`src/rtl/sap_pkg.sv`:
```
// Notes on behaviour
// [RL1] Select pins reading 10 enable this mode
// [RL2] Reset values configure both ports standalone
// [RL3] Compressed port bit clock runs continuously
// [RL4] Sixteen-bit slots, most significant bit first
// [RL5] Frame syncs only in exact-length bursts
// [RL6] Link bit clock is twice bit rate
// [RL7] Linear samples use the two intercom channels
// [RL8] Downstream line driven, upstream line sampled
// [RL9] Host may overwrite configuration any time
// [RL10] Far end raises packet tick every 10 ms
// [RL11] Each tick starts a sync burst
// [RL12] Bursts independent, receive leads by sixteen
// [RL13] Idle between bursts until next tick
// [RL14] Link clocks stable before first tick
// [RL15] Insert or drop two samples per tick
// [RL16] Buffer absorbs fifteen percent period jitter
// [RL17] Tick period measured in link frames
// [RL18] Far end locks tick to frame sync
// [RL19] Packet traffic never stalls sample flow
package sap_pkg;
  localparam int unsigned CLK_HZ          = 250_000_000;
  localparam int unsigned CLK_NS          = 4;
  localparam logic [1:0]  SEL_DEFAULT     = 2'h2;
  localparam int unsigned CSP_BCLK_HZ     = 1_230_000;
  localparam int unsigned CSP_HALF_CYC    = CLK_HZ / (2 * CSP_BCLK_HZ);
  localparam int unsigned SLOT_BITS       = 16;
  localparam int unsigned TX_LEAD_SYNCS   = 16;
  localparam int unsigned SAMPLE_HZ       = 8000;
  localparam int unsigned TICK_MS         = 10;
  localparam int unsigned TICK_FRAMES     = SAMPLE_HZ * TICK_MS / 1000;
  localparam int unsigned PKT_WORDS       = TICK_FRAMES;
  localparam int unsigned SKEW_SAMPLES    = 2;
  localparam int unsigned JITTER_PCT      = 15;
  localparam int unsigned FIFO_DEPTH      = 16;
  localparam int unsigned LINK_CLK_NS     = 160;
  localparam int unsigned LINK_HALF_CYC   = LINK_CLK_NS / (2 * CLK_NS);
  localparam int unsigned FRAME_LINK_CLKS = 1_000_000_000 / (SAMPLE_HZ * LINK_CLK_NS);
  localparam int unsigned CHAN_BIT_OFS    = 8;
  localparam int unsigned STARTUP_FRAMES  = 16;
endpackage
```
`src/rtl/sap_if.sv`:
```
`timescale 1ns/10ps
interface sap_if;
  logic [1:0] interface_select_pins;
  logic       packet_tick_interrupt;
  logic       link_bit_clock;
  logic       sample_frame_sync;
  logic       downstream_data_line;
  logic       upstream_data_line;
  logic       csp_bit_clock;
  logic       receive_frame_sync;
  logic       transmit_frame_sync;
  logic       csp_rx_data;
  logic       csp_tx_data;

  modport dev (
    input  interface_select_pins, packet_tick_interrupt, link_bit_clock, sample_frame_sync,
    input  upstream_data_line, csp_rx_data,
    output downstream_data_line, csp_bit_clock, receive_frame_sync, transmit_frame_sync,
    output csp_tx_data
  );
  modport far (
    output interface_select_pins, packet_tick_interrupt, link_bit_clock, sample_frame_sync,
    output upstream_data_line, csp_rx_data,
    input  downstream_data_line, csp_bit_clock, receive_frame_sync, transmit_frame_sync,
    input  csp_tx_data
  );
endinterface // sap_if

```
`src/rtl/sap_dev.sv`:
```
`timescale 1ns/10ps
module sap_dev
#(
  parameter int unsigned FIFO_DEPTH = sap_pkg::FIFO_DEPTH
)
(
  // Link pins
  sap_if.dev              lnk,
  // Clock and reset
  input  wire logic       core_clk,
  input  wire logic       rst_b,
  // Configuration override
  input  wire logic       cfg_we,
  input  wire logic [7:0] cfg_half_cyc,
  input  wire logic [7:0] cfg_pkt_words,
  input  wire logic [8:0] cfg_chan_ofs,
  // Status
  output logic            mode_on,
  output logic            burst_active,
  output logic            skew_adjust,
  output logic            skew_overrun
);
  localparam int unsigned LW = $clog2(FIFO_DEPTH) + 1;

  ////////////////////////////////////////////////////////////////////////////////
  // Pin synchronisers: a change counts once stages two and three agree
  logic [6:0] pin_raw;
  logic [6:0] pin_s1_r;
  logic [6:0] pin_s2_r;
  logic [6:0] pin_s3_r;
  logic [6:0] pin_r;
  logic [6:0] pin_d_r;

  assign pin_raw = {lnk.interface_select_pins, lnk.packet_tick_interrupt, lnk.link_bit_clock,
                    lnk.sample_frame_sync, lnk.upstream_data_line, lnk.csp_rx_data};

  always_ff @(posedge core_clk or negedge rst_b)
  begin
    if (!rst_b)
    begin
      pin_s1_r <= 7'h00;
      pin_s2_r <= 7'h00;
      pin_s3_r <= 7'h00;
      pin_r    <= 7'h00;
      pin_d_r  <= 7'h00;
    end
    else
    begin
      pin_s1_r <= pin_raw;
      pin_s2_r <= pin_s1_r;
      pin_s3_r <= pin_s2_r;
      pin_r    <= (pin_s2_r & pin_s3_r) | (pin_r & (pin_s2_r | pin_s3_r));
      pin_d_r  <= pin_r;
    end
  end

  ////////////////////////////////////////////////////////////////////////////////
  // Mode and configuration
  logic [7:0] half_r;
  logic [7:0] pkt_r;
  logic [8:0] ofs_r;

  always_ff @(posedge core_clk or negedge rst_b)
  begin
    if (!rst_b)
    begin
      mode_on <= 1'b0;
      // [RL2] Standalone defaults
      half_r  <= 8'(sap_pkg::CSP_HALF_CYC);
      pkt_r   <= 8'(sap_pkg::PKT_WORDS);
      ofs_r   <= 9'(sap_pkg::CHAN_BIT_OFS);
    end
    else
    begin
      // [RL1] Default mode select
      mode_on <= pin_r[6:5] == sap_pkg::SEL_DEFAULT;
      // [RL9] Host overwrite
      if (cfg_we)
      begin
        half_r <= cfg_half_cyc;
        pkt_r  <= cfg_pkt_words;
        ofs_r  <= cfg_chan_ofs;
      end
    end
  end

  ////////////////////////////////////////////////////////////////////////////////
  // Compressed port bit clock
  logic       bclk_r;
  logic [7:0] div_r;
  logic [3:0] bit_r;
  logic       tgl;
  logic       fall_en;
  logic       rise_en;

  assign tgl     = mode_on && (div_r >= half_r - 8'h01);
  assign fall_en = tgl & bclk_r;
  assign rise_en = tgl & ~bclk_r;

  // [RL3] Free-running clock
  always_ff @(posedge core_clk or negedge rst_b)
  begin
    if (!rst_b)
    begin
      div_r  <= 8'h00;
      bclk_r <= 1'b0;
      bit_r  <= 4'h0;
    end
    else if (!mode_on)
    begin
      div_r  <= 8'h00;
      bclk_r <= 1'b0;
    end
    else
    begin
      div_r  <= tgl ? 8'h00 : div_r + 8'h01;
      bclk_r <= bclk_r ^ tgl;
      if (fall_en)
        bit_r <= bit_r + 4'h1;
    end
  end

  assign lnk.csp_bit_clock = bclk_r;

  ////////////////////////////////////////////////////////////////////////////////
  // Burst control
  logic       tick;
  logic       slot_end;
  logic       slot_wrap;
  logic       rx_go;
  logic       tx_go;
  logic [7:0] rx_left_r;
  logic [7:0] tx_left_r;
  logic [4:0] lead_r;
  logic [LW-1:0] rxf_level;
  logic       txf_valid;

  assign tick      = mode_on && pin_r[4] && !pin_d_r[4];
  assign slot_end  = fall_en && bit_r == 4'hE;
  assign slot_wrap = fall_en && bit_r == 4'hF;
  // Two free places: the word in flight lands after this decision
  assign rx_go     = rx_left_r != 8'h00 && rxf_level <= LW'(FIFO_DEPTH - 2);
  // [RL12] Transmit trails receive
  assign tx_go     = tx_left_r != 8'h00 && txf_valid &&
                     (lead_r >= 5'(sap_pkg::TX_LEAD_SYNCS) || rx_left_r == 8'h00);
  assign burst_active = rx_left_r != 8'h00 || tx_left_r != 8'h00;

  always_ff @(posedge core_clk or negedge rst_b)
  begin
    if (!rst_b)
    begin
      rx_left_r <= 8'h00;
      tx_left_r <= 8'h00;
      lead_r    <= 5'h00;
    end
    // [RL11] Tick starts bursts
    else if (tick)
    begin
      rx_left_r <= pkt_r;
      tx_left_r <= pkt_r;
      lead_r    <= 5'h00;
    end
    // [RL5] Exact sync count
    else if (slot_end)
    begin
      if (rx_go)
      begin
        rx_left_r <= rx_left_r - 8'h01;
        if (lead_r < 5'(sap_pkg::TX_LEAD_SYNCS))
          lead_r <= lead_r + 5'h01;
      end
      if (tx_go)
        tx_left_r <= tx_left_r - 8'h01;
    end
  end

  ////////////////////////////////////////////////////////////////////////////////
  // Compressed port slots
  logic        rx_sync_r;
  logic        tx_sync_r;
  logic        rx_act_r;
  logic        tx_act_r;
  logic        rx_push_r;
  logic        dout_r;
  logic [15:0] rx_sh_r;
  logic [15:0] tx_sh_r;
  logic [15:0] tx_word_r;
  logic [15:0] txf_data;

  // [RL13] Syncs only while words remain
  always_ff @(posedge core_clk or negedge rst_b)
  begin
    if (!rst_b)
    begin
      rx_sync_r <= 1'b0;
      tx_sync_r <= 1'b0;
      rx_act_r  <= 1'b0;
      tx_act_r  <= 1'b0;
      tx_word_r <= 16'h0000;
    end
    else if (slot_end)
    begin
      rx_sync_r <= rx_go;
      tx_sync_r <= tx_go;
      if (tx_go)
        tx_word_r <= txf_data;
    end
    else if (slot_wrap)
    begin
      rx_sync_r <= 1'b0;
      tx_sync_r <= 1'b0;
      rx_act_r  <= rx_sync_r;
      tx_act_r  <= tx_sync_r;
    end
  end

  // [RL4] Most significant bit first
  always_ff @(posedge core_clk or negedge rst_b)
  begin
    if (!rst_b)
    begin
      rx_sh_r   <= 16'h0000;
      rx_push_r <= 1'b0;
      tx_sh_r   <= 16'h0000;
      dout_r    <= 1'b0;
    end
    else
    begin
      rx_push_r <= rise_en && rx_act_r && bit_r == 4'hF;
      if (rise_en && rx_act_r)
        rx_sh_r <= {rx_sh_r[14:0], pin_r[0]};
      if (slot_wrap)
      begin
        dout_r  <= tx_sync_r & tx_word_r[15];
        tx_sh_r <= {tx_word_r[14:0], 1'b0};
      end
      else if (fall_en && tx_act_r)
      begin
        dout_r  <= tx_sh_r[15];
        tx_sh_r <= {tx_sh_r[14:0], 1'b0};
      end
    end
  end

  assign lnk.receive_frame_sync  = rx_sync_r;
  assign lnk.transmit_frame_sync = tx_sync_r;
  assign lnk.csp_tx_data         = dout_r;

  ////////////////////////////////////////////////////////////////////////////////
  // Packet buffers between the two ports
  logic        rxf_in_ready;
  logic        rxf_valid;
  logic        rxf_pop;
  logic [15:0] rxf_data;
  logic        txf_in_ready;
  logic        up_push_r;
  logic [15:0] up_sh_r;

  // [RL16] Buffer covers tick jitter
  sap_fifo #(.W(16), .DEPTH(FIFO_DEPTH)) u_rx_fifo (
    .core_clk  (core_clk),
    .rst_b     (rst_b),
    .in_valid  (rx_push_r),
    .in_ready  (rxf_in_ready),
    .in_data   (rx_sh_r),
    .out_valid (rxf_valid),
    .out_ready (rxf_pop),
    .out_data  (rxf_data),
    .level     (rxf_level)
  );

  sap_fifo #(.W(16), .DEPTH(FIFO_DEPTH)) u_tx_fifo (
    .core_clk  (core_clk),
    .rst_b     (rst_b),
    .in_valid  (up_push_r),
    .in_ready  (txf_in_ready),
    .in_data   (up_sh_r),
    .out_valid (txf_valid),
    .out_ready (slot_end && tx_go),
    .out_data  (txf_data),
    .level     ()
  );

  ////////////////////////////////////////////////////////////////////////////////
  // Sample link, terminal side
  logic        lrise;
  logic [9:0]  lcnt_r;
  logic [9:0]  lcnt_cur;
  logic [9:0]  lbit;
  logic        in_chan;
  logic        chan_first;
  logic        dn_r;
  logic [15:0] dn_sh_r;
  logic [15:0] last_r;
  logic [15:0] dn_word;

  // [RL6] Two link clocks per bit
  assign lrise      = pin_r[3] && !pin_d_r[3];
  assign lcnt_cur   = pin_r[2] ? 10'h000 : lcnt_r + 10'h001;
  assign lbit       = {1'b0, lcnt_cur[9:1]};
  // [RL7] Both intercom channels form one sample
  assign in_chan    = lbit >= {1'b0, ofs_r} && lbit < {1'b0, ofs_r} + 10'(sap_pkg::SLOT_BITS);
  assign chan_first = lbit == {1'b0, ofs_r};
  // [RL19] One pop per frame, never waits on the packet port
  assign rxf_pop    = mode_on && lrise && !lcnt_cur[0] && chan_first;
  assign dn_word    = rxf_valid ? rxf_data : last_r;

  always_ff @(posedge core_clk or negedge rst_b)
  begin
    if (!rst_b)
    begin
      lcnt_r    <= 10'h000;
      dn_r      <= 1'b0;
      dn_sh_r   <= 16'h0000;
      last_r    <= 16'h0000;
      up_sh_r   <= 16'h0000;
      up_push_r <= 1'b0;
    end
    else
    begin
      up_push_r <= 1'b0;
      if (lrise)
      begin
        lcnt_r <= lcnt_cur;
        // [RL8] Drive downstream, sample upstream
        if (!in_chan || !mode_on)
          dn_r <= 1'b0;
        else if (!lcnt_cur[0] && chan_first)
        begin
          dn_r    <= dn_word[15];
          dn_sh_r <= {dn_word[14:0], 1'b0};
          last_r  <= dn_word;
        end
        else if (!lcnt_cur[0])
        begin
          dn_r    <= dn_sh_r[15];
          dn_sh_r <= {dn_sh_r[14:0], 1'b0};
        end
        else
        begin
          up_sh_r   <= {up_sh_r[14:0], pin_r[1]};
          up_push_r <= mode_on && lbit == {1'b0, ofs_r} + 10'h00F;
        end
      end
    end
  end

  assign lnk.downstream_data_line = dn_r;

  ////////////////////////////////////////////////////////////////////////////////
  // Long-term skew: repeat on empty, drop on full, budget per tick
  logic       skew_ev;
  logic [1:0] budget_r;

  assign skew_ev = (rxf_pop && !rxf_valid) || (up_push_r && !txf_in_ready);

  // [RL15] Two corrections per tick
  always_ff @(posedge core_clk or negedge rst_b)
  begin
    if (!rst_b)
    begin
      budget_r     <= 2'(sap_pkg::SKEW_SAMPLES);
      skew_adjust  <= 1'b0;
      skew_overrun <= 1'b0;
    end
    else
    begin
      skew_adjust  <= skew_ev && budget_r != 2'h0;
      skew_overrun <= skew_ev && budget_r == 2'h0;
      if (tick)
        budget_r <= 2'(sap_pkg::SKEW_SAMPLES);
      else if (skew_ev && budget_r != 2'h0)
        budget_r <= budget_r - 2'h1;
    end
  end
endmodule // sap_dev

```
`src/rtl/sap_fifo.sv`:
```
`timescale 1ns/10ps
module sap_fifo
#(
  parameter int unsigned W     = 16,
  parameter int unsigned DEPTH = 16,
  parameter int unsigned AW    = $clog2(DEPTH)
)
(
  // Clock and reset
  input  wire logic          core_clk,
  input  wire logic          rst_b,
  // Fill side
  input  wire logic          in_valid,
  output logic               in_ready,
  input  wire logic [W-1:0]  in_data,
  // Drain side
  output logic               out_valid,
  input  wire logic          out_ready,
  output logic [W-1:0]       out_data,
  output logic [AW:0]        level
);
  // Depth must be a power of two; pointers carry one wrap bit
  logic [W-1:0] mem_r [DEPTH];
  logic [AW:0]  wr_r;
  logic [AW:0]  rd_r;

  assign level     = wr_r - rd_r;
  assign in_ready  = level != (AW+1)'(DEPTH);
  assign out_valid = level != '0;
  assign out_data  = mem_r[rd_r[AW-1:0]];

  always_ff @(posedge core_clk or negedge rst_b)
  begin
    if (!rst_b)
    begin
      wr_r <= '0;
      rd_r <= '0;
    end
    else
    begin
      if (in_valid && in_ready)
        wr_r <= wr_r + (AW+1)'(1);
      if (out_valid && out_ready)
        rd_r <= rd_r + (AW+1)'(1);
    end
  end

  always_ff @(posedge core_clk)
  begin
    if (in_valid && in_ready)
      mem_r[wr_r[AW-1:0]] <= in_data;
  end
endmodule // sap_fifo

```
`src/flat_wrapper.sv`:
```
// flat-port wrapper written by rule: the top's interface ports become plain ports
module sap_dev_flat 
#(
  parameter int unsigned FIFO_DEPTH = sap_pkg::FIFO_DEPTH
)
  (core_clk, rst_b, cfg_we, cfg_half_cyc, cfg_pkt_words, cfg_chan_ofs, mode_on, burst_active, skew_adjust, skew_overrun, lnk_interface_select_pins, lnk_packet_tick_interrupt, lnk_link_bit_clock, lnk_sample_frame_sync, lnk_upstream_data_line, lnk_csp_rx_data, lnk_downstream_data_line, lnk_csp_bit_clock, lnk_receive_frame_sync, lnk_transmit_frame_sync, lnk_csp_tx_data);
  sap_if lnk_i ();
  input  wire logic core_clk;
  input  wire logic rst_b;
  input  wire logic cfg_we;
  input  wire logic [7:0] cfg_half_cyc;
  input  wire logic [7:0] cfg_pkt_words;
  input  wire logic [8:0] cfg_chan_ofs;
  output logic mode_on;
  output logic burst_active;
  output logic skew_adjust;
  output logic skew_overrun;
  input wire logic [$bits(lnk_i.interface_select_pins)-1:0] lnk_interface_select_pins;
  input wire logic [$bits(lnk_i.packet_tick_interrupt)-1:0] lnk_packet_tick_interrupt;
  input wire logic [$bits(lnk_i.link_bit_clock)-1:0] lnk_link_bit_clock;
  input wire logic [$bits(lnk_i.sample_frame_sync)-1:0] lnk_sample_frame_sync;
  input wire logic [$bits(lnk_i.upstream_data_line)-1:0] lnk_upstream_data_line;
  input wire logic [$bits(lnk_i.csp_rx_data)-1:0] lnk_csp_rx_data;
  output wire logic [$bits(lnk_i.downstream_data_line)-1:0] lnk_downstream_data_line;
  output wire logic [$bits(lnk_i.csp_bit_clock)-1:0] lnk_csp_bit_clock;
  output wire logic [$bits(lnk_i.receive_frame_sync)-1:0] lnk_receive_frame_sync;
  output wire logic [$bits(lnk_i.transmit_frame_sync)-1:0] lnk_transmit_frame_sync;
  output wire logic [$bits(lnk_i.csp_tx_data)-1:0] lnk_csp_tx_data;
  assign lnk_i.interface_select_pins = lnk_interface_select_pins;
  assign lnk_i.packet_tick_interrupt = lnk_packet_tick_interrupt;
  assign lnk_i.link_bit_clock = lnk_link_bit_clock;
  assign lnk_i.sample_frame_sync = lnk_sample_frame_sync;
  assign lnk_i.upstream_data_line = lnk_upstream_data_line;
  assign lnk_i.csp_rx_data = lnk_csp_rx_data;
  assign lnk_downstream_data_line = lnk_i.downstream_data_line;
  assign lnk_csp_bit_clock = lnk_i.csp_bit_clock;
  assign lnk_receive_frame_sync = lnk_i.receive_frame_sync;
  assign lnk_transmit_frame_sync = lnk_i.transmit_frame_sync;
  assign lnk_csp_tx_data = lnk_i.csp_tx_data;
  sap_dev #(.FIFO_DEPTH(FIFO_DEPTH)) u_core (.lnk(lnk_i), .core_clk(core_clk), .rst_b(rst_b), .cfg_we(cfg_we), .cfg_half_cyc(cfg_half_cyc), .cfg_pkt_words(cfg_pkt_words), .cfg_chan_ofs(cfg_chan_ofs), .mode_on(mode_on), .burst_active(burst_active), .skew_adjust(skew_adjust), .skew_overrun(skew_overrun));
endmodule
```
`config.mk`:
```
export PLATFORM = sky130hd
export DESIGN_NAME = sap_dev_flat
export DESIGN_NICKNAME = d
export VERILOG_FILES = /design/src/rtl/sap_pkg.sv /design/src/rtl/sap_if.sv /design/src/rtl/sap_dev.sv /design/src/rtl/sap_fifo.sv /design/src/flat_wrapper.sv
export SDC_FILE = /design/constraint.sdc
export NUM_CORES = 1
export LEC_CHECK = 0
export ABC_CLOCK_PERIOD_IN_PS = 5000
export BUFFER_PORTS_ARGS = -buffer_cell sky130_fd_sc_hd__buf_4
export CORE_UTILIZATION = 63
export DETAILED_ROUTE_END_ITERATION = 7
export PLACE_DENSITY = 0.88
export SLEW_MARGIN = 25
export SYNTH_ARGS = -nofsm -noshare
export SYNTH_HDL_FRONTEND = slang
export SYNTH_SLANG_ARGS = --single-unit
```
`constraint.sdc`:
```
create_clock -name core_clk -period 5 [get_ports core_clk]
set_clock_uncertainty 0.15 [all_clocks]
set_input_delay 0 -clock core_clk [delete_from_list [all_inputs] [get_ports core_clk]]
set_output_delay 0 -clock core_clk [all_outputs]
set_load 0.02 [all_outputs]
```
==> Word-level counts from Yosys, hierarchy flattened <==
Memories as Yosys holds them, arrays and structs flattened. A register that Yosys moved wholly into a read port is not among the register bits.
Index checks and enable logic that the tools add are counted.
{ "word_totals": {"ram_bits": 512, "mem_count": 2, "output_inout_bits": 9, "mem_bits_ro": 0, "word_cells": 181, "latch_bits": 0, "inputBits": 35, "ff_bits": 215} }
{ "memory_table": {"columns": ["name", "words", "width", "read_ports", "rd_ports_with_merged_regs", "wr", "line", "rtl"], "rows": [
  ["u_core.u_rx_fifo.mem_r", 16, 16, 1, 0, 1, "sap_fifo.sv:23", "logic [W-1:0] mem_r [DEPTH];"],
  ["u_core.u_tx_fifo.mem_r", 16, 16, 1, 1, 1, "sap_fifo.sv:23", null]
]} }
{ "classes": {"n_reduce_logical": 63, "div_mod_pow": 0, "mul": 0, "n_addsub": 16, "order_cmp": 6, "n_eq_ne": 9, "n_bitwise": 12, "mux": 37, "shift": 0} }
{ "op_table": {"columns": ["op", "count"], "rows": [
  ["$mux 16", 5],
  ["$mux 8", 8],
  ["$logic_and 1x1->1", 27],
  ["$add 5x1->5 const B", 5],
  ["$sub 8x1->8 const B", 3],
  ["$mux 5", 4],
  ["$mux 1", 17],
  ["$reduce_bool 2->1", 8],
  ["$reduce_bool 8->1", 2],
  ["$and 7x7->7", 2],
  ["$or 7x7->7", 2],
  ["$reduce_and 2->1", 6],
  ["$add 10x1->10 const B", 1],
  ["$add 9x4->10 const B", 1],
  ["$add 9x5->10 const B", 1],
  ["$eq 9x10->1", 1],
  ["$lt 9x10->1", 1],
  ["$mux 10", 1],
  ["$ne 5x5->1 const B", 2],
  ["$reduce_bool 5->1", 2],
  ["$sub 5x5->5", 2],
  ["$eq 9x9->1", 1],
  ["$ge 9x9->1", 1],
  ["$reduce_and 3->1", 3],
  ["other kinds (20)", 37]
]} }

==> Longest topological paths before layout <==
Gate-level depths: netlist of the first run.
{ "logic_depth": {"ltp_word": 10, "ltp_mapped": 17, "ltp_nobuf": 16} }

==> Modules after synthesis <==
From an unflattened synthesis of the first run, not the netlist that was laid out.
{ "unflattened": {"cells_unflattened": 1865, "area_unflattened_um2": 30498.0} }
{ "modules_own_cells": {"columns": ["module", "seq_area_each_um2", "cells_per_inst", "area_per_inst_um2", "n_inst"], "rows": [
  ["sap_fifo (u_core.u_rx_fifo)", 7937.6, 528, 10527.6, 1],
  ["sap_fifo (u_core.u_tx_fifo)", 7937.6, 528, 10525.1, 1],
  ["sap_dev", 5165.0, 809, 9445.3, 1]
]} }

==> Worst setup path before layout of the first run <==
No wires, ideal clock.
{ "synth_path": {"path_type": "reg-to-reg", "from": "register u_core.u_rx_fifo.rd_r[1]", "to": "memory u_core.u_rx_fifo.mem_r[3][0], enable pin", "period_less_slack_ns": 4.443, "arrival_ns": 3.884, "slack_ns": 0.557, "stages_incl_launch_ff": 11, "cell_sequence": "dfrtp_1 clkbuf_1 clkbuf_1 inv_1 fa_1 a21o_1 a21oi_2 xnor2_1 a21boi_1 nand2_1 nor3_1"} }
{ "synth_via": {"elab_chain_len": 5} }
{ "synth_lines": {"columns": ["element", "line", "rtl"], "rows": [
  ["start, declared", "sap_fifo.sv:25", "logic [AW:0] rd_r;"],
  ["start signal, assigned", "sap_fifo.sv:44", "rd_r <= rd_r + (AW+1)'(1);"],
  ["$sub 5x5->5", "sap_fifo.sv:27", "assign level = wr_r - rd_r;"],
  ["$ne 5x5->1", "sap_fifo.sv:28", "assign in_ready = level != (AW+1)'(DEPTH);"],
  ["$logic_and 1x1->1", "sap_fifo.sv:50", "if (in_valid && in_ready)"],
  ["$mux 1", "sap_fifo.sv:50", null],
  ["$mux 1 (implied by the code)", "sap_fifo.sv:51", "mem_r[wr_r[AW-1:0]] <= in_data;"],
  ["end, declared", "sap_fifo.sv:23", null]
]} }
No other way between the ends.

==> Worst setup path in the final report of the first run <==
{ "layout_path": {"from": "register u_core.half_r[0]", "to": "register u_core.tx_word_r[2], read port of u_core.u_tx_fifo.mem_r"} }
{ "layout_via": {"elab_chain_len": 6} }
{ "layout_lines": {"columns": ["element", "line", "rtl"], "rows": [
  ["start, declared", "sap_dev.sv:59", "logic [7:0] half_r;"],
  ["start signal, assigned", "sap_dev.sv:69", "half_r <= 8'(sap_pkg::CSP_HALF_CYC);"],
  ["start signal, assigned", "sap_dev.sv:80", "half_r <= cfg_half_cyc;"],
  ["$sub 8x1->8", "sap_dev.sv:96", "assign tgl = mode_on && (div_r >= half_r - 8'h01);"],
  ["$ge 8x8->1", "sap_dev.sv:96", null],
  ["$logic_and 1x1->1", "sap_dev.sv:96", null],
  ["$and 1x1->1", "sap_dev.sv:97", "assign fall_en = tgl & bclk_r;"],
  ["$logic_and 1x1->1", "sap_dev.sv:139", "assign slot_end = fall_en && bit_r == 4'hE;"],
  ["$reduce_and 2->1 (no line)", null, null],
  ["end, declared", "sap_dev.sv:187", "logic [15:0] tx_word_r;"]
]} }
No other way between the ends.
A chain may end at the register's enable or synchronous reset.

==> results.yml, run 1 <==
hold_path:
  hp-class: "reg -> reg"
route:
  drtAntennaViolNets: 0
  drt-initial-drc-count: 1956
  vias_per_cell: 6.69
  drc: 3
  vias: 16990
  first_pass_iters: 8
  routed_wl_mm: 74.4
  avgRoutedWirePerCell_um: 29.3
place:
  io_buffers: 43
  dp.final_hpwl_mm: 36.8
  dp.cells: 2318
  pre_cts_ws_ns: 0.486
  place_congestion: 0.820
clock_tree:
  postCtsSetupBuffers: 0
  clkTransAtPathRegs_ns: 0.07
  cts_buffers: 72
  cts_max_level: 3
  ctsHoldBuffers: 88
  clock_latency_ns: 0.62
  cts_resized: 0
  cts_sinks: 738
  cts_root_buf: "clkbuf_16"
  clock_path_buffers: 3
  cts_tree: "built"
grt:
  grt-ovfl-total: 0
  grt_antenna_before_repair: 0
  grt_usage_pct: 31.7
  grt_pass1_vias: 17829
  grt_pass1_wl_mm: 110
  grt_max_degree: 147
worst_setup_path:
  path_max_fanout: 22
  worst-path-buf-inv: 2
  worst_setup_path_start_kind: "register"
  critPathRequiredTime_ns: 5.35
  crit_chain: "inv_1 > ha_1 > ha_1 > a21o_1 > a21o_1 > a21o_1 > a21o_1 > a2111oi_0 > nor3b_1 > ha_1 > nand4_1 > or3_1 > a31oi_4 > buf_4 > mux2_2"
  critPathTopFamily: "simple AND/OR/NAND/NOR gates"
  max_stage_delay_ns: 0.56
  crit_path_frequent_cell: "a21o_1"
  arrival_ns: 5.04
  end_kind: "register"
  cpMaxStageDelayCell: "dfstp_2"
  critPathKind: "reg -> reg"
cells_and_area:
  final_common_cell: "edfxtp_1"
  antenna_cells: 0
  nFillCells: 2324
  syn_to_final_growth_pct: 15.0
  layout.nets: 1962
  final_cell_mix: "512 x edfxtp_1, 214 x dfrtp_1, 160 x mux4_2"
  instances_no_fill: 2538
  drive_above_1_share_pct: 25.2
pwr:
  p_per_area_nw_per_um2: 366
  vdd_drop_max_uv: 328
  leakagePower_nw: 12.0
sta:
  hold_viol: 0
  max_slew_margin_pct: 28.3
  min_period_over_period_pct: 93.9
  rsz0062_at_grt: "false"
  setup_tns_ns: 0
  setup_viol: 0
  setup_ws_ns: 0.307
  max_freq_mhz: 213
  tightest_slew_ns: 1.07
  finalMaxSlewViolations: 0
  fin_crit_ns: 4.69
floorplanning:
  initial_core_util_pct: 64.2
  core_area_um2: 46800
  dieHeight_um: 220
  die_area_um2: 48500
  die_w_um: 220
  rows: 79
  ios: 44
logic_synthesis:
  postSynthCellCount: 1685
  ys.flop_type: "edfxtp_1"
  synth-seq-cells: 738
  syn_area_um2: 30000
  async_flop_share_pct: 30.6
  synth_edf_count: 512
  syn-num-nets: 1773
  synth_cell_types: 75
  synth.avg_cell_area_um2: 17.8
  ys_warn_count: 0
  ys_seq_area_share_pct: 70.1
outcome:
  status: "finished, violations left"
  violations: "DRC"
flow_run:
  max_cap_violations: 0
[through the flow]
stage	utilization, %	area, um2	hold slack [ns]	power (mW)
after floorplan	-	30000	-0.446	7.06
after global placement	66.9	31300	-0.0974	7.17
after detailed placement	66.9	31300	-0.0790	7.21
after CTS	73.8	34500	0.187	12.6
after global routing	73.9	34500	0.208	13.0
final	73.9	34500	0.198	12.7
[sequential cells by signal, summed over array words and instances (netlist names), 8 cells and up]
signal and cells:
u_core.u_rx_fifo.mem_r 256, u_core.u_tx_fifo.mem_r 256, u_core.last_r 16, u_core.rx_sh_r 16
u_core.tx_word_r 16, u_core.up_sh_r 16, u_core.dn_sh_r 15, u_core.tx_sh_r 15
u_core.lcnt_r 10, u_core.ofs_r 9, u_core.div_r 8, u_core.half_r 8
u_core.pkt_r 8, u_core.rx_left_r 8, u_core.tx_left_r 8
[worst register-to-register path: stages, from the launching register on]
cell and delay [ns]:
dfstp_2 0.56, inv_1 0.08, ha_1 0.31, ha_1 0.31, a21o_1 0.11, a21o_1 0.12, a21o_1 0.12, a21o_1 0.12
a2111oi_0 0.12, nor3b_1 0.37, ha_1 0.35, nand4_1 0.27, or3_1 0.47, a31oi_4 0.34, buf_4 0.38, mux2_2 0.42
[layout make-up]
| class | instances | area [um2] | area share, % |
|---|---|---|---|
| clock inverter | 31 | 297 | 0.859 |
| inverter | 37 | 139 | 0.402 |
| clock buffer | 100 | 2020 | 5.85 |
| tap | 607 | 759 | 2.20 |
| multi-input combinational | 842 | 8580 | 24.8 |
| timing repair buffer | 183 | 1690 | 4.91 |
| sequential | 738 | 21100 | 61.0 |
[per-layer routing]
layer  vias to the layer above  GRT usage [%]  part of all wire [%]
met2                      1042           54.9                    52
li1                       6881              -                     -
met4                         0           15.6                   4.9
met3                       273           6.27                   7.7
met1                      8794           38.1                    35
met5                         -              0                     0
[cells in the mapped netlist, types with 3 or more instances]
library cell,n,area [um2]
nor4_1,4,25.0
buf_1,11,41.3
mux2i_1,22,220
o21a_1,3,22.5
inv_1,34,128
or3_1,6,37.5
buf_2,14,70.1
a21o_1,9,67.6
maj3_1,7,70.1
mux2_2,70,788
nand2_1,104,390
and3_1,7,43.8
buf_4,4,30.0
nand3_1,17,85.1
mux2_4,10,150
nor3_1,19,95.1
ha_1,52,651
xor2_1,29,254
mux4_2,160,3600
nor2b_1,6,37.5
a31oi_1,6,37.5
inv_2,3,11.3
edfxtp_1,512,15400
nand2b_1,9,56.3
nand4_1,11,68.8
xnor2_1,46,403
a21oi_1,51,255
a22oi_1,15,113
dfstp_2,8,210
dfrtp_1,218,5460
nor2_1,101,379
o21ai_0,28,140
clkbuf_1,35,131
[power by group]
group	total [mW]	internal [mW]	leakage (nW)	switching [mW]
sequential	6.72	6.59	7.08	0.130
clock	5.43	3.10	1.13	2.34
combinational	0.503	0.238	3.81	0.265
[kinds of logic after synthesis]
logic type | synth area share [%]
compound gates | 2.75
xor+xnor | 2.19
fa+ha+maj | 2.50
buf+inv | 1.56
flops | 70.1
mux | 15.9
simple gates | 4.99
[worst paths after layout]
path / start / end / slack, ns / cells after the start
setup / recovery: u_core.half_r[0]$_DFFE_PN1P_ / u_core.tx_word_r[2]$_DFFE_PN0P_ / 0.31 / 15
hold reg to reg: u_core.pin_s1_r[0]$_DFF_PN0_ / u_core.pin_s2_r[0]$_DFF_PN0_ / 0.20 / 0
max in group asynchronous: rst_b / u_core.u_rx_fifo.rd_r[3]$_DFFE_PN0P_ / 3.50 / 4
hold / removal: u_core.pin_s1_r[0]$_DFF_PN0_ / u_core.pin_s2_r[0]$_DFF_PN0_ / 0.20 / 0
setup reg to reg: u_core.half_r[0]$_DFFE_PN1P_ / u_core.tx_word_r[2]$_DFFE_PN0P_ / 0.31 / 15
min in group asynchronous: rst_b / u_core.dn_sh_r[7]$_DFFE_PN0P_ / 0.43 / 4
No activity file was read; power rests on OpenSTA's default activity.
==> run 2: changes to the inputs <==
--- a/config.mk
+++ b/config.mk
@@ -7,9 +7,12 @@
 export LEC_CHECK = 0
 export ABC_CLOCK_PERIOD_IN_PS = 5000
 export BUFFER_PORTS_ARGS = -buffer_cell sky130_fd_sc_hd__buf_4
+export CAP_MARGIN = 10
 export CORE_UTILIZATION = 63
+export CTS_CLUSTER_SIZE = 8
 export DETAILED_ROUTE_END_ITERATION = 7
 export PLACE_DENSITY = 0.88
+export REMOVE_ABC_BUFFERS = 1
 export SLEW_MARGIN = 25
 export SYNTH_ARGS = -nofsm -noshare
 export SYNTH_HDL_FRONTEND = slang
==> results.yml, run 2 (synthesis results as in run 1) <==
worst_setup_path:
  cp-endpoint: "u_core.u_tx_fifo.rd_r[3]$_DFFE_PN0P_"
  cpMaxStageDelayCell: "dfstp_2"
  arrival_ns: 5.17
  reg2reg_depth: 16
  crit_chain: "inv_1 > ha_1 > ha_1 > a21o_1 > a21o_1 > a21o_1 > a21o_1 > a2111oi_0 > nor3b_1 > ha_1 > nand4_1 > or3_1 > a31oi_4 > buf_4 > nand4_1 > xnor2_1"
  critPathKind: "reg -> reg"
  path_max_fanout: 23
  end_kind: "register"
  r2r_setup_slack_ns: 0.24
  r2r-end: "u_core.u_tx_fifo.rd_r[3]$_DFFE_PN0P_"
  reg2reg_from: "u_core.half_r[0]$_DFFE_PN1P_"
  worst_setup_path_start_kind: "register"
  critPathRequiredTime_ns: 5.41
  cp-startpoint: "u_core.half_r[0]$_DFFE_PN1P_"
  max_stage_delay_ns: 0.58
  crit_path_frequent_cell: "a21o_1"
floorplanning:
  initial_core_util_pct: 64.2
  die_w_um: 220
  rows: 79
  dieHeight_um: 220
  die_area_um2: 48500
  core_area_um2: 46800
  ios: 44
sta:
  max_slew_margin_pct: 33.1
  finalMaxSlewViolations: 0
  min_period_over_period_pct: 95.1
  setup_viol: 0
  fin_crit_ns: 4.76
  setup_tns_ns: 0
  hold_viol: 0
  rsz0062_at_grt: "false"
  tightest_slew_ns: 1.00
  max_freq_mhz: 210
cells_and_area:
  drive_above_1_share_pct: 25.0
  final_cell_mix: "512 x edfxtp_1, 214 x dfrtp_1, 160 x mux4_2"
  final_common_cell: "edfxtp_1"
  syn_to_final_growth_pct: 17.9
  layout.nets: 2014
grt:
  grt_pass1_wl_mm: 118
  grt_pass1_vias: 18765
  grt_usage_pct: 34.3
  grt_max_degree: 96
  grt-ovfl-total: 0
  grt_antenna_before_repair: 2
pwr:
  vdd_drop_max_uv: 468
  switching_share_pct: 22.5
  p_total_mw: 13.9
  clkPwrFrac_pct: 47.9
  p_comb_share_pct: 3.7
  leakagePower_nw: 12.4
  p_per_area_nw_per_um2: 393
  switchingPower_mw: 3.13
  p_int_mw: 10.8
  pwr-share-seq_pct: 48.4
clock_tree:
  cts_resized: 0
  cts_tree: "built"
  clock_path_buffers: 3
  cts_root_buf: "clkbuf_16"
  cts_max_level: 3
  postCtsSetupBuffers: 0
  clkTransAtPathRegs_ns: 0.06
  cts_sinks: 738
  clock_latency_ns: 0.67
  ctsHoldBuffers: 102
  cts_buffers: 102
route:
  vias_per_cell: 6.75
  vias: 17692
  drt-initial-drc-count: 2356
  drtAntennaViolNets: 0
  first_pass_iters: 6
  routed_wl_mm: 80.9
  avgRoutedWirePerCell_um: 30.9
  drc: 0
place:
  dp.final_hpwl_mm: 38.0
  io_buffers: 43
  place_congestion: 0.865
hold_path:
  hp-class: "reg -> reg"
  hp-start: "u_core.pin_s1_r[0]$_DFF_PN0_"
outcome:
  status: "completed"
flow_run:
  max_cap_violations: 0
## run 2: changes by cell type in the layout (fill, tap and decap cells not counted), sizes merged
| cell | previous run | this run |
|---|---|---|
| clkinvlp | 2 | 0 |
| clkbuf | 100 | 182 |
| dlygate4sd3 | 87 | 101 |
| clkinv | 20 | 1 |
| buf | 96 | 104 |
| bufinv | 5 | 1 |
| diode | 0 | 3 |
## run 2: final cells by class
| type | count | area, um2 |
|---|---|---|
| clock inverters | 6 | 115 |
| multi-input cells | 842 | 8580 |
| fillers | 2255 | 11400 |
| diodes | 3 | 7.51 |
| flip-flops and latches | 738 | 21100 |
| clock buffers | 182 | 2910 |
| inverters | 37 | 139 |
| repair buffers | 205 | 1840 |
| well taps | 607 | 759 |
## run 2: how the worst min path moves through the flow
stage                                                to  slack, ns  cells after the start
after CTS                   u_core.ofs_r[5]$_DFFE_PN0P_       0.16                      3
after floorplan             u_core.bit_r[0]$_DFFE_PN0P_      -0.45                      0
after global placement    u_core.last_r[11]$_DFFE_PN0P_      -0.09                      1
after detailed placement  u_core.last_r[11]$_DFFE_PN0P_      -0.07                      1
final                      u_core.pin_s2_r[0]$_DFF_PN0_       0.20                      0
after global routing       u_core.pin_s2_r[0]$_DFF_PN0_       0.21                      0
## run 2: power groups by stage
stage | Combinational, mW | Sequential, mW | Clock, mW
finish | 0.517 | 6.73 | 6.67
CTS | 0.476 | 6.71 | 6.59
floorplan | 0.259 | 6.79 | 0
global route | 0.558 | 6.74 | 6.92
global placement | 0.362 | 6.81 | 0
detailed placement | 0.387 | 6.82 | 0
## run 2: through the flow
| stage | worst slack (ns) | area (um2) | hold WS (ns) | util, % | std cells |
|---|---|---|---|---|---|
| 2_1_floorplan | -1.34 | 29700 | -0.446 | - | 1617 |
| 3_3_place_gp | 0.638 | 31300 | -0.0862 | 67.0 | 2327 |
| 3_5_place_dp | 0.533 | 31300 | -0.0748 | 67.0 | 2327 |
| 4_1_cts | 0.362 | 35400 | 0.155 | 75.7 | 2617 |
| 5_1_grt | 0.0266 | 35400 | 0.208 | 75.7 | 2618 |
| 6_report | 0.244 | 35400 | 0.198 | 75.7 | 2620 |
## run 2: critical path, delay by kind of cell, from the launching register on
kind	cells	cell delay [ns]
AND/OR/NAND/NOR	4	1.30
adder cells (fa/ha/maj)	3	1.00
AO/OA/AOI/OAI	6	0.86
flip-flops	1	0.58
buffers and inverters	2	0.48
XOR/XNOR	1	0.26
## run 2: layer usage
metal / track usage (%) / part of all wire (%)
met4: 21.6 / 6.7
met5: 0 / 0.016
met2: 60.3 / 53
met1: 37.8 / 32
met3: 7.63 / 8.1
==> run 3: changes to the inputs <==
--- a/config.mk
+++ b/config.mk
@@ -12,6 +12,7 @@
 export CTS_CLUSTER_SIZE = 8
 export DETAILED_ROUTE_END_ITERATION = 7
 export PLACE_DENSITY = 0.88
+export RECOVER_POWER = 100
 export REMOVE_ABC_BUFFERS = 1
 export SLEW_MARGIN = 25
 export SYNTH_ARGS = -nofsm -noshare
==> results.yml, run 3 (synthesis results as in run 1) <==
sta:
  hold_viol: 0
  fin_crit_ns: 4.77
  min_period_over_period_pct: 95.3
  tightest_slew_ns: 2.42
  rsz0062_at_grt: "false"
  hold_ws_ns: 0.198
  max_freq_mhz: 210
  max_slew_margin_pct: -61.6
  setup_viol: 0
  setup_ws_ns: 0.234
  finalMaxSlewViolations: 211
floorplanning:
  die_area_um2: 48500
  die_w_um: 220
  initial_core_util_pct: 64.2
  dieHeight_um: 220
  ios: 44
  rows: 79
  core_area_um2: 46800
clock_tree:
  clock_path_buffers: 3
  cts_tree: "built"
  cts_buffers: 102
  cts_max_level: 3
  clkTransAtPathRegs_ns: 0.06
  cts_root_buf: "clkbuf_16"
  clock_latency_ns: 0.66
  cts_sinks: 738
outcome:
  status: "finished, violations left"
  violations: "capacitance limit, slew limit"
worst_setup_path:
  path_max_fanout: 8
  max_stage_delay_ns: 0.85
  reg2reg_depth: 11
  end_kind: "register"
  r2r-end: "u_core.u_rx_fifo.mem_r[8][14]$_DFFE_PP_"
  crit_chain: "inv_1 > ha_1 > inv_1 > fa_1 > a21o_1 > a21oi_1 > xnor2_1 > a21boi_0 > nand2_1 > nor2_1 > clkbuf_1"
  cpMaxStageDelayCell: "a21boi_0"
  arrival_ns: 4.89
  critPathKind: "reg -> reg"
  critPathRequiredTime_ns: 5.12
  worst_setup_path_start_kind: "register"
  reg2reg_from: "u_core.u_rx_fifo.wr_r[0]$_DFFE_PN0P_"
  cp-startpoint: "u_core.u_rx_fifo.wr_r[0]$_DFFE_PN0P_"
  crit_path_frequent_cell: "inv_1"
  r2r_setup_slack_ns: 0.23
  cp-endpoint: "u_core.u_rx_fifo.mem_r[8][14]$_DFFE_PP_"
grt:
  grt-ovfl-total: 0
  grt_max_degree: 96
  grt_antenna_before_repair: 2
  grt_usage_pct: 34.3
  grt_pass1_vias: 18765
  grt_pass1_wl_mm: 118
route:
  drt-initial-drc-count: 2229
  drtAntennaViolNets: 0
  vias: 17760
  drc: 0
  avgRoutedWirePerCell_um: 30.8
  first_pass_iters: 6
  routed_wl_mm: 80.8
  vias_per_cell: 6.78
cells_and_area:
  final_common_cell: "edfxtp_1"
  syn_to_final_growth_pct: 16.8
  drive_above_1_share_pct: 21.7
  layout.nets: 2014
  final_cell_mix: "512 x edfxtp_1, 214 x dfrtp_1, 160 x mux4_2"
pwr:
  vdd_drop_max_uv: 465
  clkPwrFrac_pct: 48.0
  pwr-share-seq_pct: 48.4
  p_int_mw: 10.8
  switchingPower_mw: 3.11
  switching_share_pct: 22.4
  p_per_area_nw_per_um2: 396
  leakagePower_nw: 12.2
  p_comb_share_pct: 3.6
flow_run:
  max_cap_violations: 3
place:
  pre_cts_ws_ns: 0.533
  io_buffers: 43
  place_congestion: 0.865
  dp.final_hpwl_mm: 38.0
hold_path:
  hp-class: "reg -> reg"
[run 3: metal layers]
metal | vias up | routed length (um) | GRT usage, %
met1 | 9031 | 25600 | 37.8
met4 | 2 | 5780 | 21.6
li1 | 7009 | - | -
met3 | 432 | 6950 | 7.63
met5 | - | 13 | 0
met2 | 1286 | 42400 | 60.3
[run 3: layout make-up]
| cell class | instances | area [um2] |
|---|---|---|
| inverters | 37 | 139 |
| multi-input cells | 842 | 8470 |
| fillers | 2368 | 11700 |
| diodes | 2 | 5.00 |
| well taps | 607 | 759 |
| repair buffers | 205 | 1630 |
| clock buffers | 182 | 2910 |
| clock inverters | 6 | 115 |
| flip-flops and latches | 738 | 21100 |
[run 3: power by group through the flow]
stage,clock (mW),combinational [mW],sequential (mW)
after CTS,6.59,0.476,6.71
after global routing,6.92,0.547,6.73
after detailed placement,0,0.387,6.82
final,6.67,0.507,6.73
after floorplan,0,0.259,6.79
after global placement,0,0.362,6.81
[run 3: worst max-delay path: cells and delay by family (launching register included)]
kind / cells / cell delay, ns
XOR/XNOR: 1 / 0.31
adder cells (fa/ha/maj): 2 / 0.62
AO/OA/AOI/OAI: 3 / 1.25
AND/OR/NAND/NOR: 2 / 0.69
buffers and inverters: 3 / 0.92
flip-flops: 1 / 0.43
[run 3: timing repair]
action	4_1_cts	5_1_grt
gates resized for setup	0	0
hold buffers	102	0
hold endpoints to repair	145	0
setup buffers	0	0
[run 3: worst min path at each step]
| stage | cells past startpoint | end | startpoint | slack, ns |
|---|---|---|---|---|
| after floorplan | 0 | u_core.bit_r[0]$_DFFE_PN0P_ | rst_b | -0.45 |
| after global placement | 1 | u_core.last_r[11]$_DFFE_PN0P_ | rst_b | -0.09 |
| after detailed placement | 1 | u_core.last_r[11]$_DFFE_PN0P_ | rst_b | -0.07 |
| after CTS | 3 | u_core.ofs_r[5]$_DFFE_PN0P_ | cfg_we | 0.16 |
| after global routing | 0 | u_core.pin_s2_r[0]$_DFF_PN0_ | u_core.pin_s1_r[0]$_DFF_PN0_ | 0.21 |
| final | 0 | u_core.pin_s2_r[0]$_DFF_PN0_ | u_core.pin_s1_r[0]$_DFF_PN0_ | 0.20 |
[run 3: metrics by stage]
step | setup TNS [ns] | util (%) | instances | cell area, um2 | power (mW)
5_1_grt | 0 | 75.0 | 2618 | 35100 | 14.2
2_1_floorplan | -423.43 | - | 1617 | 29700 | 7.05
3_3_place_gp | 0 | 67.0 | 2327 | 31300 | 7.18
4_1_cts | 0 | 75.7 | 2617 | 35400 | 13.8
3_5_place_dp | 0 | 67.0 | 2327 | 31300 | 7.21
6_report | 0 | 75.0 | 2619 | 35100 | 13.9
